$ cat config.mk
export PLATFORM = sky130hd
export DESIGN_NAME = mctp_regs
export DESIGN_NICKNAME = d
export VERILOG_FILES = /design/src/design/mctp_pkg.sv /design/src/design/mctp_regs.sv /design/src/design/mctp_sticky_bits.sv
export SDC_FILE = /design/constraint.sdc
export NUM_CORES = 1
export LEC_CHECK = 0
export ABC_CLOCK_PERIOD_IN_PS = 4800
export BUFFER_PORTS_ARGS = -buffer_cell sky130_fd_sc_hd__buf_2
export CORE_ASPECT_RATIO = 0.7
export CORE_MARGIN = 2
export CORE_UTILIZATION = 50
export CTS_BUF_LIST = sky130_fd_sc_hd__clkbuf_8
export DETAILED_ROUTE_END_ITERATION = 8
export GPL_TIMING_DRIVEN = 0
export PLACE_DENSITY_LB_ADDON = 0.3
export SLEW_MARGIN = 20
export SYNTH_ARGS = -nofsm -noshare
export SYNTH_HDL_FRONTEND = slang
export SYNTH_SLANG_ARGS = --single-unit
$ cat constraint.sdc
create_clock -name core_clk -period 4.8 [get_ports core_clk]
set_input_delay 0.96 -clock core_clk [delete_from_list [all_inputs] [get_ports core_clk]]
set_output_delay 0.96 -clock core_clk [all_outputs]
set_load 0.01 [all_outputs]
$ cat src/design/mctp_pkg.sv
/*
 * Constants shared by the machine-check, performance-state and thermal
 * register bank: register addresses, field positions, reset values and
 * the cycle counts of the clock modulation divider.
 * Assumes a 40 MHz core clock and a register port with a 12-bit address
 * and 64-bit data.
 */
package mctp_pkg;

   // ==========================================================
   // Register port geometry
   localparam int ADDR_W = 12;
   localparam int DATA_W = 64;

   // ==========================================================
   // Register addresses
   localparam logic [ADDR_W-1:0] ADDR_MCG_STATUS   = 12'h17A;
   localparam logic [ADDR_W-1:0] ADDR_PERF_STATUS  = 12'h198;
   localparam logic [ADDR_W-1:0] ADDR_PERF_CONTROL = 12'h199;
   localparam logic [ADDR_W-1:0] ADDR_CLOCK_MOD    = 12'h19A;
   localparam logic [ADDR_W-1:0] ADDR_THERM_INT    = 12'h19B;
   localparam logic [ADDR_W-1:0] ADDR_THERM_STATUS = 12'h19C;
   localparam logic [ADDR_W-1:0] ADDR_MODE_CONTROL = 12'h19D;
   localparam logic [ADDR_W-1:0] ADDR_MISC_ENABLE  = 12'h1A0;
   localparam logic [ADDR_W-1:0] ADDR_IRQ_STATUS   = 12'h1F0;
   localparam logic [ADDR_W-1:0] ADDR_IRQ_ENABLE   = 12'h1F1;
   localparam logic [ADDR_W-1:0] ADDR_IRQ_CLEAR    = 12'h1F2;

   // ==========================================================
   // Field positions
   localparam int MCG_RESTART_IP_VALID_BIT      = 0;
   localparam int MCG_ERROR_IP_VALID_BIT      = 1;
   localparam int MCG_MACHINE_CHECK_IN_PROGRESS_BIT      = 2;
   localparam int PERF_W            = 16;
   localparam int CLKMOD_DUTY_LSB   = 1;
   localparam int DUTY_W            = 3;
   localparam int CLKMOD_EN_BIT     = 4;
   localparam int TINT_HIGH_BIT     = 0;
   localparam int TINT_LOW_BIT      = 1;
   localparam int TSTAT_HOT_BIT     = 0;
   localparam int TSTAT_LOG_BIT     = 1;
   localparam int MODE_SELECT_BIT   = 16;
   localparam int MISC_TCC_EN_BIT   = 3;

   // Interrupt status, enable and clear share this layout.
   localparam int IRQ_W             = 4;
   localparam int IRQ_MC_BIT        = 0;
   localparam int IRQ_SHUTDOWN_BIT  = 1;
   localparam int IRQ_HOT_BIT       = 2;
   localparam int IRQ_COLD_BIT      = 3;

   // ==========================================================
   // Reset values
   localparam logic [PERF_W-1:0] PERF_CONTROL_RST = 16'h0000;
   localparam logic [DUTY_W-1:0] CLKMOD_DUTY_RST  = 3'h0;
   localparam logic [IRQ_W-1:0]  IRQ_ENABLE_RST   = 4'h0;

   // ==========================================================
   // Clock modulation timing
   localparam int CLK_PERIOD_NS      = 25;
   localparam int MOD_STEP_NS        = 200;
   localparam int MOD_STEP_CYCLES    = (MOD_STEP_NS + CLK_PERIOD_NS - 1)
                                       / CLK_PERIOD_NS;
   localparam int DIV_W              = 4;
   localparam logic [DIV_W-1:0] DIV_LAST =
      DIV_W'(MOD_STEP_CYCLES - 1);
   // Duty used by the automatic duty-cycle mode and for duty code zero.
   localparam logic [DUTY_W-1:0] AUTO_DUTY = 3'h4;

endpackage : mctp_pkg

$ cat src/design/mctp_regs.sv
/*
 * Register bank for machine-check global status, performance-state
 * reporting and targeting, on-demand clock modulation and the automatic
 * thermal monitor, with a sticky interrupt block on top.
 * Assumes all inputs are synchronous to core_clk and that software uses
 * the plain register port: one-cycle strobes, read data one cycle later.
 */
// Function
// - Restart-valid bit 0 reflects resumable pointer
// - Error-IP-valid bit 1 marks pointer tied to error
// - In-progress bit 2 set on machine check
// - Machine check while in progress means shutdown
// - Current performance state in status bits 15:0
// - Control bits 15:0 give target performance state
// - Clock modulation register enables modulation, picks duty
// - Thermal interrupt register enables temperature interrupts
// - Thermal status register shows sensor and log
// - Mode bit 16 picks duty or frequency monitor
// - Control enable clear disables both monitor modes
// - Misc enable bit 3 turns on thermal control
module mctp_regs
   import mctp_pkg::*;
(
   input  wire logic              core_clk,
   input  wire logic              rst,
   // Register port.
   input  wire logic [ADDR_W-1:0] reg_addr,
   input  wire logic [DATA_W-1:0] reg_wdata,
   input  wire logic              reg_wr,
   input  wire logic              reg_rd,
   output logic      [DATA_W-1:0] reg_rdata,
   // Machine-check event source.
   input  wire logic              mc_event,
   input  wire logic              mc_restart_ok,
   input  wire logic              mc_ip_tied_to_error,
   output logic                   mc_exception,
   output logic                   shutdown,
   // Performance state.
   input  wire logic [PERF_W-1:0] perf_state_now,
   output logic      [PERF_W-1:0] perf_state_target,
   // Thermal sensor and the actions it drives.
   input  wire logic              thermal_hot,
   output logic                   core_clk_run,
   output logic                   freq_transition_req,
   output logic                   irq
);

   // ==========================================================
   // State
   typedef struct packed {
      logic                restart_ip_valid;
      logic                error_ip_valid;
      logic                machine_check_in_progress;
      logic                shutdown;
      logic                mc_exception;
      logic [PERF_W-1:0]   perf_target;
      logic                clkmod_en;
      logic [DUTY_W-1:0]   clkmod_duty;
      logic                tint_high_en;
      logic                tint_low_en;
      logic                hot_log;
      logic                hot_prev;
      logic                monitor_mode_select;
      logic                tcc_en;
      logic [IRQ_W-1:0]    irq_enable;
      logic [DIV_W-1:0]    div_cnt;
      logic [DUTY_W-1:0]   phase;
      logic                clk_run;
      logic                freq_req;
      logic [DATA_W-1:0]   rd_data;
   } mctp_state_type;

   mctp_state_type   st_ff;
   mctp_state_type   nxt_st;
   logic [IRQ_W-1:0] irq_set;
   logic [IRQ_W-1:0] irq_clr;
   logic [IRQ_W-1:0] irq_flags;

   // ==========================================================
   // Combinational next state
   logic              wr_mcg;
   logic              mc_take;
   logic              mc_fatal;
   logic              hot_rise;
   logic              hot_fall;
   logic              duty_mode;
   logic              mod_active;
   logic [DUTY_W-1:0] duty_sel;
   logic              step_en;

   always_comb begin
      nxt_st  = st_ff;
      irq_set = '0;
      irq_clr = '0;
      wr_mcg  = reg_wr && (reg_addr == ADDR_MCG_STATUS);
      // The shutdown state swallows every later event until reset.
      mc_take  = mc_event && !st_ff.shutdown &&
                 !st_ff.machine_check_in_progress;
      mc_fatal = mc_event && !st_ff.shutdown &&
                 st_ff.machine_check_in_progress;
      hot_rise = thermal_hot && !st_ff.hot_prev;
      hot_fall = !thermal_hot && st_ff.hot_prev;

      // Only the three flags are writable; bits 63:3 are dropped.
      if (wr_mcg) begin
         nxt_st.restart_ip_valid          = reg_wdata[MCG_RESTART_IP_VALID_BIT];
         nxt_st.error_ip_valid            = reg_wdata[MCG_ERROR_IP_VALID_BIT];
         nxt_st.machine_check_in_progress =
            reg_wdata[MCG_MACHINE_CHECK_IN_PROGRESS_BIT];
      end
      // A new event outranks a software write in the same cycle.
      nxt_st.mc_exception = mc_take;
      if (mc_take) begin
         nxt_st.restart_ip_valid          = mc_restart_ok;
         nxt_st.error_ip_valid            = mc_ip_tied_to_error;
         nxt_st.machine_check_in_progress = 1'b1;
      end
      if (mc_fatal) begin
         nxt_st.shutdown = 1'b1;
      end

      if (reg_wr && reg_addr == ADDR_PERF_CONTROL) begin
         nxt_st.perf_target = reg_wdata[PERF_W-1:0];
      end else if (reg_wr && reg_addr == ADDR_CLOCK_MOD) begin
         nxt_st.clkmod_en   = reg_wdata[CLKMOD_EN_BIT];
         nxt_st.clkmod_duty =
            reg_wdata[CLKMOD_DUTY_LSB +: DUTY_W];
      end else if (reg_wr && reg_addr == ADDR_THERM_INT) begin
         nxt_st.tint_high_en = reg_wdata[TINT_HIGH_BIT];
         nxt_st.tint_low_en  = reg_wdata[TINT_LOW_BIT];
      end else if (reg_wr && reg_addr == ADDR_THERM_STATUS) begin
         // The log bit can only be cleared by software.
         nxt_st.hot_log = st_ff.hot_log &
                          reg_wdata[TSTAT_LOG_BIT];
      end else if (reg_wr && reg_addr == ADDR_MODE_CONTROL) begin
         nxt_st.monitor_mode_select =
            reg_wdata[MODE_SELECT_BIT];
      end else if (reg_wr && reg_addr == ADDR_MISC_ENABLE) begin
         nxt_st.tcc_en = reg_wdata[MISC_TCC_EN_BIT];
      end else if (reg_wr && reg_addr == ADDR_IRQ_ENABLE) begin
         nxt_st.irq_enable = reg_wdata[IRQ_W-1:0];
      end else if (reg_wr && reg_addr == ADDR_IRQ_CLEAR) begin
         irq_clr = reg_wdata[IRQ_W-1:0];
      end

      // ==========================================================
      // Thermal sensor tracking
      // The sensor level is registered once; both the status bit and
      // the edge detector use that copy, so they can never disagree.
      nxt_st.hot_prev = thermal_hot;
      if (hot_rise) begin
         nxt_st.hot_log = 1'b1;
      end

      // Automatic modes act only while the sensor reports hot and the
      // control circuit is enabled; the select bit alone does nothing.
      duty_mode = st_ff.tcc_en && !st_ff.monitor_mode_select &&
                  st_ff.hot_prev;
      nxt_st.freq_req = st_ff.tcc_en && st_ff.monitor_mode_select &&
                        st_ff.hot_prev;
      mod_active = st_ff.clkmod_en || duty_mode;
      // On-demand duty wins over the automatic one when both are on,
      // so software keeps control of how hard the core is throttled.
      if (st_ff.clkmod_en && st_ff.clkmod_duty != 3'h0) begin
         duty_sel = st_ff.clkmod_duty;
      end else begin
         duty_sel = AUTO_DUTY;
      end

      // ==========================================================
      // Modulation divider
      // The divider runs freely, so a change of duty takes effect at the next
      // cycle's compare, within the running period rather than restarting it.
      step_en = (st_ff.div_cnt == DIV_LAST);
      if (step_en) begin
         nxt_st.div_cnt = '0;
         nxt_st.phase   = st_ff.phase + 3'h1;
      end else begin
         nxt_st.div_cnt = st_ff.div_cnt + 4'h1;
      end
      nxt_st.clk_run = !mod_active || (st_ff.phase < duty_sel);

      // ==========================================================
      // Interrupt events
      // Events are recorded whatever the interrupt enables say, but hot and cold
      // only when their thermal interrupt enable is set; the interrupt enables only
      // gate the output, so software can poll masked events.
      irq_set[IRQ_MC_BIT]       = mc_take;
      irq_set[IRQ_SHUTDOWN_BIT] = mc_fatal;
      irq_set[IRQ_HOT_BIT]      = hot_rise && st_ff.tint_high_en;
      irq_set[IRQ_COLD_BIT]     = hot_fall && st_ff.tint_low_en;

      // ==========================================================
      // Read multiplexer
      // Unmapped addresses and write-only registers read as zero.
      // The data word is cleared when no read is strobed, so a stale
      // value can never be mistaken for a fresh answer.
      nxt_st.rd_data = '0;
      if (reg_rd) begin
         if (reg_addr == ADDR_MCG_STATUS) begin
            nxt_st.rd_data = {61'h0,
                              st_ff.machine_check_in_progress,
                              st_ff.error_ip_valid,
                              st_ff.restart_ip_valid};
         end else if (reg_addr == ADDR_PERF_STATUS) begin
            nxt_st.rd_data = {48'h0,
                              perf_state_now};
         end else if (reg_addr == ADDR_PERF_CONTROL) begin
            nxt_st.rd_data = {48'h0,
                              st_ff.perf_target};
         end else if (reg_addr == ADDR_CLOCK_MOD) begin
            nxt_st.rd_data = {59'h0,
                              st_ff.clkmod_en,
                              st_ff.clkmod_duty,
                              1'b0};
         end else if (reg_addr == ADDR_THERM_INT) begin
            nxt_st.rd_data = {62'h0,
                              st_ff.tint_low_en,
                              st_ff.tint_high_en};
         end else if (reg_addr == ADDR_THERM_STATUS) begin
            nxt_st.rd_data = {62'h0,
                              st_ff.hot_log,
                              st_ff.hot_prev};
         end else if (reg_addr == ADDR_MODE_CONTROL) begin
            nxt_st.rd_data = {47'h0,
                              st_ff.monitor_mode_select,
                              16'h0000};
         end else if (reg_addr == ADDR_MISC_ENABLE) begin
            nxt_st.rd_data = {60'h0,
                              st_ff.tcc_en,
                              3'h0};
         end else if (reg_addr == ADDR_IRQ_STATUS) begin
            nxt_st.rd_data = {60'h0,
                              irq_flags};
         end else if (reg_addr == ADDR_IRQ_ENABLE) begin
            nxt_st.rd_data = {60'h0,
                              st_ff.irq_enable};
         end
      end
   end

   // ==========================================================
   // Registers
   always_ff @(posedge core_clk) begin
      if (rst) begin
         st_ff             <= '0;
         st_ff.perf_target <= PERF_CONTROL_RST;
         st_ff.clkmod_duty <= CLKMOD_DUTY_RST;
         st_ff.irq_enable  <= IRQ_ENABLE_RST;
         st_ff.clk_run     <= 1'b1;
      end else begin
         st_ff <= nxt_st;
      end
   end

   // ==========================================================
   // Interrupt flags
   mctp_sticky_bits #(
      .WIDTH    (IRQ_W)
   ) u_irq_flags (
      .core_clk (core_clk),
      .rst      (rst),
      .set_bits (irq_set),
      .clr_bits (irq_clr),
      .flags    (irq_flags)
   );

   // ==========================================================
   // Outputs
   assign reg_rdata           = st_ff.rd_data;
   assign mc_exception        = st_ff.mc_exception;
   assign shutdown            = st_ff.shutdown;
   assign perf_state_target   = st_ff.perf_target;
   assign core_clk_run        = st_ff.clk_run;
   assign freq_transition_req = st_ff.freq_req;
   // The interrupt is a level built from flops only, so it carries no
   // glitch from the register port inputs.
   assign irq                 = |(irq_flags & st_ff.irq_enable);

endmodule : mctp_regs

$ cat src/design/mctp_sticky_bits.sv
/*
 * A row of sticky event flags: each bit is set by its event and cleared
 * by its clear strike, the event winning when both meet in one cycle.
 * Assumes the single core clock and a synchronous active-high reset.
 */
module mctp_sticky_bits
   import mctp_pkg::*;
#(
   parameter int WIDTH = 1
)(
   input  wire logic             core_clk,
   input  wire logic             rst,
   input  wire logic [WIDTH-1:0] set_bits,
   input  wire logic [WIDTH-1:0] clr_bits,
   output logic      [WIDTH-1:0] flags
);

   typedef struct packed {
      logic [WIDTH-1:0] flags;
   } mctp_sticky_state_type;

   mctp_sticky_state_type st_ff;
   mctp_sticky_state_type nxt_st;

   always_comb begin
      nxt_st       = st_ff;
      nxt_st.flags = (st_ff.flags & ~clr_bits) | set_bits;
   end

   always_ff @(posedge core_clk) begin
      if (rst) begin
         st_ff <= '0;
      end else begin
         st_ff <= nxt_st;
      end
   end

   assign flags = st_ff.flags;

endmodule : mctp_sticky_bits

**Word-level counts from Yosys, hierarchy flattened**

Cells that the tools add are included.
Widths: inputs -> output; s select.

- Bits in registers: 112
- Bits of input ports: 100
- Output and inout bits: 85

- Add/subtract/negate cells: 2
- $lt $le $gt $ge: 1
- Equal/unequal tests: 15
- Multiplexer cells: 26
- Bitwise logic cells: 12
- Reductions and logical operators: 44

Operator list:

| cell | count |
|---|---|
| $eq 12x9->1 const B | 11 |
| $mux 16 | 5 |
| $mux 4 | 11 |
| $logic_and 1x1->1 | 21 |
| $mux 17 | 1 |
| $mux 3 | 4 |
| $reduce_or 11->1 | 1 |
| $and 4x4->4 | 2 |
| $reduce_or 8->1 | 1 |
| $not 1->1 | 7 |
| $reduce_and 7->1 | 1 |
| $logic_not 1->1 | 6 |
| $ne 2x2->1 const B | 3 |
| $reduce_and 6->1 | 1 |
| $mux 1 | 5 |
| $reduce_and 5->1 | 1 |
| $add 4x1->4 const B | 1 |
| $eq 4x3->1 const B | 1 |
| $not 4->4 | 1 |
| $or 4x4->4 | 1 |
| $reduce_and 4->1 | 1 |
| $reduce_bool 2->1 | 2 |
| $reduce_or 2->1 | 2 |
| $reduce_or 4->1 | 1 |
| other kinds (8) | 9 |

**Longest topological paths before layout**

Gate-level depths: netlist of the first run.

- Word-level depth: 13
- Gate-level depth with buffers: 9
- Mapped depth without buffers: 6

**Hierarchy**

A second synthesis of the first run with hierarchy kept.

- Cells, all modules: 424
- Area, all modules: 3607.2 um2

Modules (own cells, without submodules):

| module | times used | cells an instance | area an instance (um2) | sequential area each (um2) |
|---|---|---|---|---|
| mctp_regs | 1 | 408 | 3467.1 | 1221.2 |
| mctp_sticky_bits | 1 | 16 | 140.1 | 80.1 |

**Least setup slack after synthesis of the first run**

No wires, ideal clock.

- Kind: input to register
- From: input port reg_addr[9]
- To: register st_ff (netlist bit perf_state_target[10])
- Library setup time: 0.132 ns
- Arrival time: 2.731 ns
- Required time: 4.668 ns
- Setup slack: 1.936 ns
- Cell stages on the path: 9
- Buffers on the path: 4
- Cell sequence: or4b_1 -> buf_2 -> or4_4 -> buf_6 -> nand2b_4 -> buf_6 -> buf_6 -> nand2_1 -> a21oi_1

- Longest elaborated chain between the ends: 2

RTL lines:

| element | line | text |
|---|---|---|
| from (decl) | mctp_regs.sv:27 | `input wire logic [ADDR_W-1:0] reg_addr,` |
| $eq 12x9->1 | mctp_regs.sv:122 | `if (reg_wr && reg_addr == ADDR_PERF_CONTROL) begin` |
| $logic_and 1x1->1 | mctp_regs.sv:122 |  |
| to (signal assigned) | mctp_regs.sv:252 | `st_ff <= nxt_st;` |
| to (decl) | mctp_regs.sv:73 | `mctp_state_type st_ff;` |

No other way between the ends.
A chain may end at the register's enable or synchronous reset.

**Final worst setup path of the first run**

- From: input port reg_addr[9]
- To: register st_ff[76] in the netlist's numbering

- Longest elaborated chain between the ends: 4

RTL lines:

| element | line | text |
|---|---|---|
| $eq 12x9->1 (tied with other cells) | mctp_regs.sv:138 | `end else if (reg_wr && reg_addr == ADDR_MISC_ENABLE) begin` |
| $logic_and 1x1->1 (tied with other cells) | mctp_regs.sv:138 |  |
| $not 1->1 (no source line) | n/a |  |
| $reduce_and 7->1 (no source line) (*) | n/a |  |

Every way passes the cells marked *; elsewhere a longest branch is shown, timed or not.

==> reports/results.ini, run 1 <==
[setup_path]
critPathLaunchType=primary input
reg2reg_slack_ns=3.35
crit_type=in2reg
ff2ff_path_depth=5
crit_path_end_kind=register
crit_arrival_ns=2.95
crit_fanout=8
r2r_start=st_ff[84]
worstReg2RegEnd=core_clk_run
critPathRequiredTime_ns=5.02

[die]
die_x_um=104.1
pin_count=185
core_um2=6788
initial_core_util_pct=51.71
dieHeight_um=74.10
dieArea_um2=7716
row_count=25

[detailed_routing]
ant_nets=0
vias=3130
drt_pass1_iterations=5
viasPerCell=4.771
routed_wl_um=8703
drt_iter0_drc=187
wl_per_cell_um=13.27
drc=0

[yosys]
syn_avg_cell_area_um2=8.498
synth-simple-area-share_pct=21.35
ys_seq_area_share_pct=37.08
synth_compound_area_share_pct=13.05
synth_fa_ha_area_share_pct=1.426
ys.warnings.count=0
synth_top_family_by_area=buffers and inverters
ys_types=51
ys_seq_elements=65
muxShareOfSynthArea_pct=4.599
netlist_area_um2=3510
synth_flop_cell=dfxtp_1
synth_edf_count=0
synth_xor_area_share_pct=0.7487
synth_cells=413
async_flop_share_pct=0

[place]
dp_hpwl_um=6746
place_congestion=0.8846
io_buffers=87

[grt]
track_usage_pct=22.12
grt_max_degree=13
grt_pass1_vias=2765
grt_util_met2_pct=33.41
grt_busiest_layer=met2
use_met3_pct=5.521
groute.layer.met1.usage_pct=30.75
grt-ovfl-total=0
antenna_found_initial=0
grt_pass1_wl_um=13280

[sta]
worstMarginPinSlew_ns=0.7767
fin_tns_setup_ns=0
skew_ns=0.008109
drv_slew=0
slew_headroom_pct=47.75
finalSetupViolCount=0
period_minus_slack_ns=2.727
rsz0062_at_grt=false
timing.fmax_ghz=0.3667
hold_viol_final=0
fin_crit_sh_pct=56.81

[clocking]
cts-buffers-inserted=9
clock_latency_ns=0.35
cts_resized=0
clk_pin_slew_ns=0.08
htreeDepth=3
ctsHoldBuffers=0
clockRootBuffer=clkbuf_8
cts.sinks=65
clockBufferDepth=2
cts_tree=built
postCtsSetupRepairBufs=0

[pwr]
cellPowerDensity_nw_per_um2=261.1
p_switching_w=0.0002998
seqPwrFrac_pct=47.8
switching_share_pct=25.86
power.share.clock_pct=41.2
power.internal_w=0.0008595
pwr-share-comb_pct=11.0
leakagePower_nw=2.154
vdd_drop_max_uv=188.3

[min_path]
min_path_cells=2
hp-class=reg2reg
hp-start=perf_state_target[12]
whs_endpoint=perf_state_target[12]

[finish]
n_antenna_cell=0
nNetsFinal=661
fillers=588
syn2layout_area_growth_pct=26.49
drive_gt1_share_pct=36.65
final_core_util_pct=65.40

[outcome]
status=completed

[flow_run]
drv_cap=0

## cell usage after synthesis (all sizes together) (6+ instances only)
cell type  instances  area, um^2
a22o              11       96.34
nand3              8       40.04
mux2i             15       150.1
o21ai              9       45.04
inv                6       22.52
a21oi             34       170.2
clkbuf            12       45.04
buf               90       691.9
nand2             55       206.5
dfxtp             65        1301
nor3               6       30.03
nor2              38       166.4
## worst max-delay path: stages
cell and delay [ns]:
buf_2 0.09, or4b_1 0.51, buf_2 0.19, or3_1 0.45, or2_2 0.30, clkbuf_1 0.18, mux2i_1 0.20, nor2_1 0.06
## registers in the layout, summed over array words and instances (netlist names)
| register | count |
|---|---|
| st_ff | 24 |
| reg_rdata | 17 |
| perf_state_target | 16 |
| u_irq_flags.flags | 4 |
| core_clk_run | 1 |
| freq_transition_req | 1 |
| mc_exception | 1 |
| shutdown | 1 |
## through the flow
stage                     std cells  power (W)  worst slack, ns  cell area, um^2  hold slack, ns
after detailed placement        640  0.0006893            1.722             4235          0.4624
final                           656   0.001159            2.073             4439          0.4781
after global placement          640  0.0006874            1.754             4235          0.4448
after floorplan                 459  0.0006494            1.936             3682          0.4319
after global routing            656   0.001199            1.953             4439          0.4966
after CTS                       656   0.001160            2.081             4439          0.4724
## logic make-up (layout without fill, tap and decap cells)
family | after synthesis | after routing
XOR/XNOR | 3 | 3
AND/OR/NAND/NOR | 144 | 144
multiplexers | 16 | 16
adder cells (fa/ha/maj) | 4 | 4
buffers and inverters | 108 | 211
flip-flops | 65 | 65
other | 1 | 47
AO/OA/AOI/OAI | 72 | 72
## layout make-up
| type | instances | area (um^2) | share of cell area, % |
|---|---|---|---|
| Buffer | 102 | 737.0 | 16.60 |
| Tap cell | 94 | 117.6 | 2.649 |
| Clock inverter | 6 | 66.31 | 1.494 |
| Clock buffer | 10 | 137.6 | 3.100 |
| Multi-Input combinational cell | 286 | 1622 | 36.53 |
| Sequential cell | 65 | 1301 | 29.31 |
| Timing Repair Buffer | 87 | 435.4 | 9.808 |
| Inverter | 6 | 22.52 | 0.5073 |
## power by group through the flow
stage | clock network (W) | logic [W] | registers (W)
CTS | 0.000483 | 0.000123 | 0.000554
global route | 0.000506 | 0.000138 | 0.000555
global placement | 0 | 0.000122 | 0.000566
detailed placement | 0 | 0.000123 | 0.000566
floorplan | 0 | 0.0000844 | 0.000565
finish | 0.000478 | 0.000127 | 0.000554
## worst max path at each step
stage / startpoint / end / slack, ns / cells past startpoint
after floorplan: reg_addr[9] / perf_state_target[10] / 1.94 / 9
after global placement: reg_addr[9] / perf_state_target[5] / 1.75 / 10
after detailed placement: reg_addr[9] / perf_state_target[11] / 1.72 / 10
after CTS: reg_addr[9] / perf_state_target[11] / 2.08 / 10
after global routing: reg_addr[9] / reg_rdata[9] / 1.95 / 8
final: reg_addr[9] / st_ff[76] / 2.07 / 8
## metal layers
layer | share of wire (%) | routed length (um)
met1 | 48 | 4147
met2 | 43 | 3732
met3 | 8.0 | 698
met4 | 1.4 | 125
met5 | 0 | 0
## placed cells by master, fill, tap and decap left out, types with 3 or more instances in the layout
master and instances:
conb_1 47, nand2b_1 4, or3_1 5, nand3_1 8, nor3b_1 3, buf_4 82, mux2i_1 15, a22o_1 11
clkinvlp_4 3, clkbuf_8 10, buf_6 6, ha_1 4, dfxtp_1 65, o21ai_0 9, a311oi_1 3, nor3_1 6
a21o_1 3, a21oi_1 34, inv_1 6, nor2_1 36, or2_2 4, nand4b_1 3, buf_2 88, clkbuf_1 12
nand2_1 55
No activity file was read; power rests on OpenSTA's default activity.
==> inputs of run 2 (changes only) <==
ABC_CLOCK_PERIOD_IN_PS = 2290   (was 4800)
CORE_UTILIZATION = 42   (was 50)
clock period = 2.29 ns   (was 4.8 ns; I/O delays follow)
==> run 2 against run 1 <==
Against the previous run:
- the flow now finishes with violations (design-rule violations)
- clock skew increased by 0.0058 ns
- design area increased by 1.4%
- clock power increased to 2.6 times the previous value
- global-route usage decreased by 3.2 points
- via count decreased by 1.2%
- wire length increased by 1.3%
- sequential cell count unchanged
- critical path depth unchanged
- cell count increased by 1.1%
- combinational power increased by 110%
- first-iteration DRC count decreased by 25%
- non-clock buffer count unchanged
- highest routed layer unchanged
==> reports/results.ini, run 2 (synthesis results as in run 1) <==
[clocking]
clockBufferDepth=2  ; unchanged
cts_resized=0  ; unchanged
clk_pin_slew_ns=0.08  ; about the same
htreeDepth=3  ; unchanged
postCtsSetupRepairBufs=0  ; unchanged
clock_latency_ns=0.35  ; about the same
clockRootBuffer=clkbuf_8
cts_tree=built
cts-buffers-inserted=9  ; unchanged
ctsHoldBuffers=0  ; unchanged
cts.sinks=65  ; unchanged

[sta]
timing.fmax_ghz=0.4519
fin_crit_sh_pct=96.63
slew_headroom_pct=53.00  ; +5.3 points
final.setup.worst_slack_ns=0.07722  ; -1.996 ns
fin_tns_setup_ns=0  ; unchanged
finalSetupViolCount=0  ; unchanged
period_minus_slack_ns=2.213
rsz0062_at_grt=false
drv_slew=0  ; unchanged
worstMarginPinSlew_ns=0.6985  ; -0.07812 ns
hold_viol_final=0  ; unchanged
skew_ns=0.01390  ; +0.005796 ns

[grt]
track_usage_pct=18.96  ; -3.2 points
grt-ovfl-total=0  ; unchanged
grt_pass1_vias=2825  ; +2.2%
grt_max_degree=14  ; +1
antenna_found_initial=0  ; unchanged
grt_pass1_wl_um=13430  ; +1.1%

[finish]
fillers=734  ; +25%
regMostFlops=st_ff
final_core_util_pct=56.48  ; -8.9 points
regArea_um2=1301  ; unchanged
n_antenna_cell=0  ; unchanged
drive_gt1_share_pct=36.83  ; +0.18 points
multi_input_area_um2=1625  ; +0.23%
largest_reg_flops=24  ; unchanged
final_common_cell=buf_2
final_cell_mix=87 x buf_2, 82 x buf_4, 65 x dfxtp_1, 55 x nand2_1, 47 x conb_1
nNetsFinal=661  ; unchanged
design_area_um2=4503  ; +1.4%
syn2layout_area_growth_pct=28.31

[detailed_routing]
viasPerCell=4.667  ; -2.2%
routed_wl_um=8816  ; +1.3%
vias=3094  ; -1.2%
drc=9  ; +9
drt_iter0_drc=140  ; -25%
drt_pass1_iterations=7  ; +2
wl_per_cell_um=13.30  ; +0.23%
ant_nets=0  ; unchanged

[pwr]
switching_share_pct=24.34  ; -1.5 points
total_power_w=0.002648  ; +130%
power.share.clock_pct=46.0  ; +4.8 points
power.internal_w=0.002003  ; +130%
leakagePower_nw=2.189  ; +1.6%
cellPowerDensity_nw_per_um2=588.0  ; +130%
seqPwrFrac_pct=43.8  ; -4.0 points
vdd_drop_max_uv=316.9  ; +68%
p_switching_w=0.0006444  ; +110%
pwr-share-comb_pct=10.2  ; -0.8 points

[setup_path]
max_stage_delay_ns=0.52  ; about the same
crit_arrival_ns=2.45  ; -0.50 ns
critPathTopFamily=simple AND/OR/NAND/NOR gates
crit_path_end_kind=register
cp.depth=8  ; unchanged
critPathLaunchType=primary input
cp_num_buf_inv=3  ; unchanged
slowest_stage=or4b_4
critPathRequiredTime_ns=2.52  ; -2.50 ns
cp_cell_sequence=buf_2 -> or4b_4 -> buf_6 -> nor4_4 -> or2_2 -> nor4_2 -> buf_4 -> a22o_1
crit_type=in2reg
ff2ff_path_depth=5  ; unchanged
crit_fanout=10  ; +2

[die]
pin_count=185  ; unchanged
dieHeight_um=80.48  ; +8.6%
row_count=27  ; +8.0%
dieArea_um2=9115  ; +18%
die_x_um=113.3  ; +8.8%
initial_core_util_pct=44.02  ; -7.7 points
core_um2=7973  ; +17%

[place]
place_congestion=0.8371  ; -5.4%
dpl_cell_area_um2=4254  ; +0.44%
io_buffers=87  ; unchanged
dp_slack_ns=-0.2686  ; -1.990 ns
dp_hpwl_um=6909  ; +2.4%

[outcome]
status=finished, violations left
violations=design-rule violations

[min_path]
hp-class=in2reg
min_path_cells=2  ; unchanged

[flow_run]
drv_cap=0  ; unchanged

run 2: cell types whose count changed in the layout (fill, tap and decap cells not counted), sizes merged:
cell	before	now
clkinvlp	3	0
bufinv	1	3
clkbuf	22	21
clkinv	1	2
inv	7	8
run 2: worst reg2reg max path, stage by stage (launching register included):
cell     delay [ns]
dfxtp_1        0.45
nand2_1        0.09
ha_1           0.28
a21o_1         0.10
a21oi_1        0.06
or3_1          0.34
run 2: metrics by stage:
stage               hold WS, ns  std cells
finish                   0.3414        663
global route             0.3324        663
CTS                      0.3292        663
detailed placement       0.4620        647
global placement         0.4450        647
floorplan                0.4319        459
run 2: power groups by stage:
stage | Sequential (W) | Combinational, W | Clock (W)
after floorplan | 0.00118 | 0.000178 | 0
after global placement | 0.00119 | 0.000259 | 0
after detailed placement | 0.00119 | 0.000262 | 0
after CTS | 0.00116 | 0.000263 | 0.00124
after global routing | 0.00116 | 0.000293 | 0.00129
final | 0.00116 | 0.000269 | 0.00122
run 2: final timing paths:
path                            slack [ns]                from       endpoint
worst max-delay path                  0.08         reg_addr[9]  reg_rdata[12]
worst min-delay path                  0.34  perf_state_now[14]  reg_rdata[14]
worst max register to register        0.85           st_ff[86]   core_clk_run
worst min register to register        0.47           st_ff[69]      st_ff[69]
run 2: metal layers:
layer  vias up  track usage [%]  wire length (um)
met5         -                0                 0
met4         0            5.610               108
met3        11            5.660               747
met2       135            28.44              3761
met1      1382            26.26              4199
li1       1566                -                 -
run 2: layout make-up:
class	count	share of cell area [%]
clock buffer	9	2.751
buffer	102	16.50
inverter	6	0.5001
timing repair buffer	87	9.669
tap	101	2.806
clock inverter	7	2.779
multi-input combinational	286	36.09
sequential	65	28.90
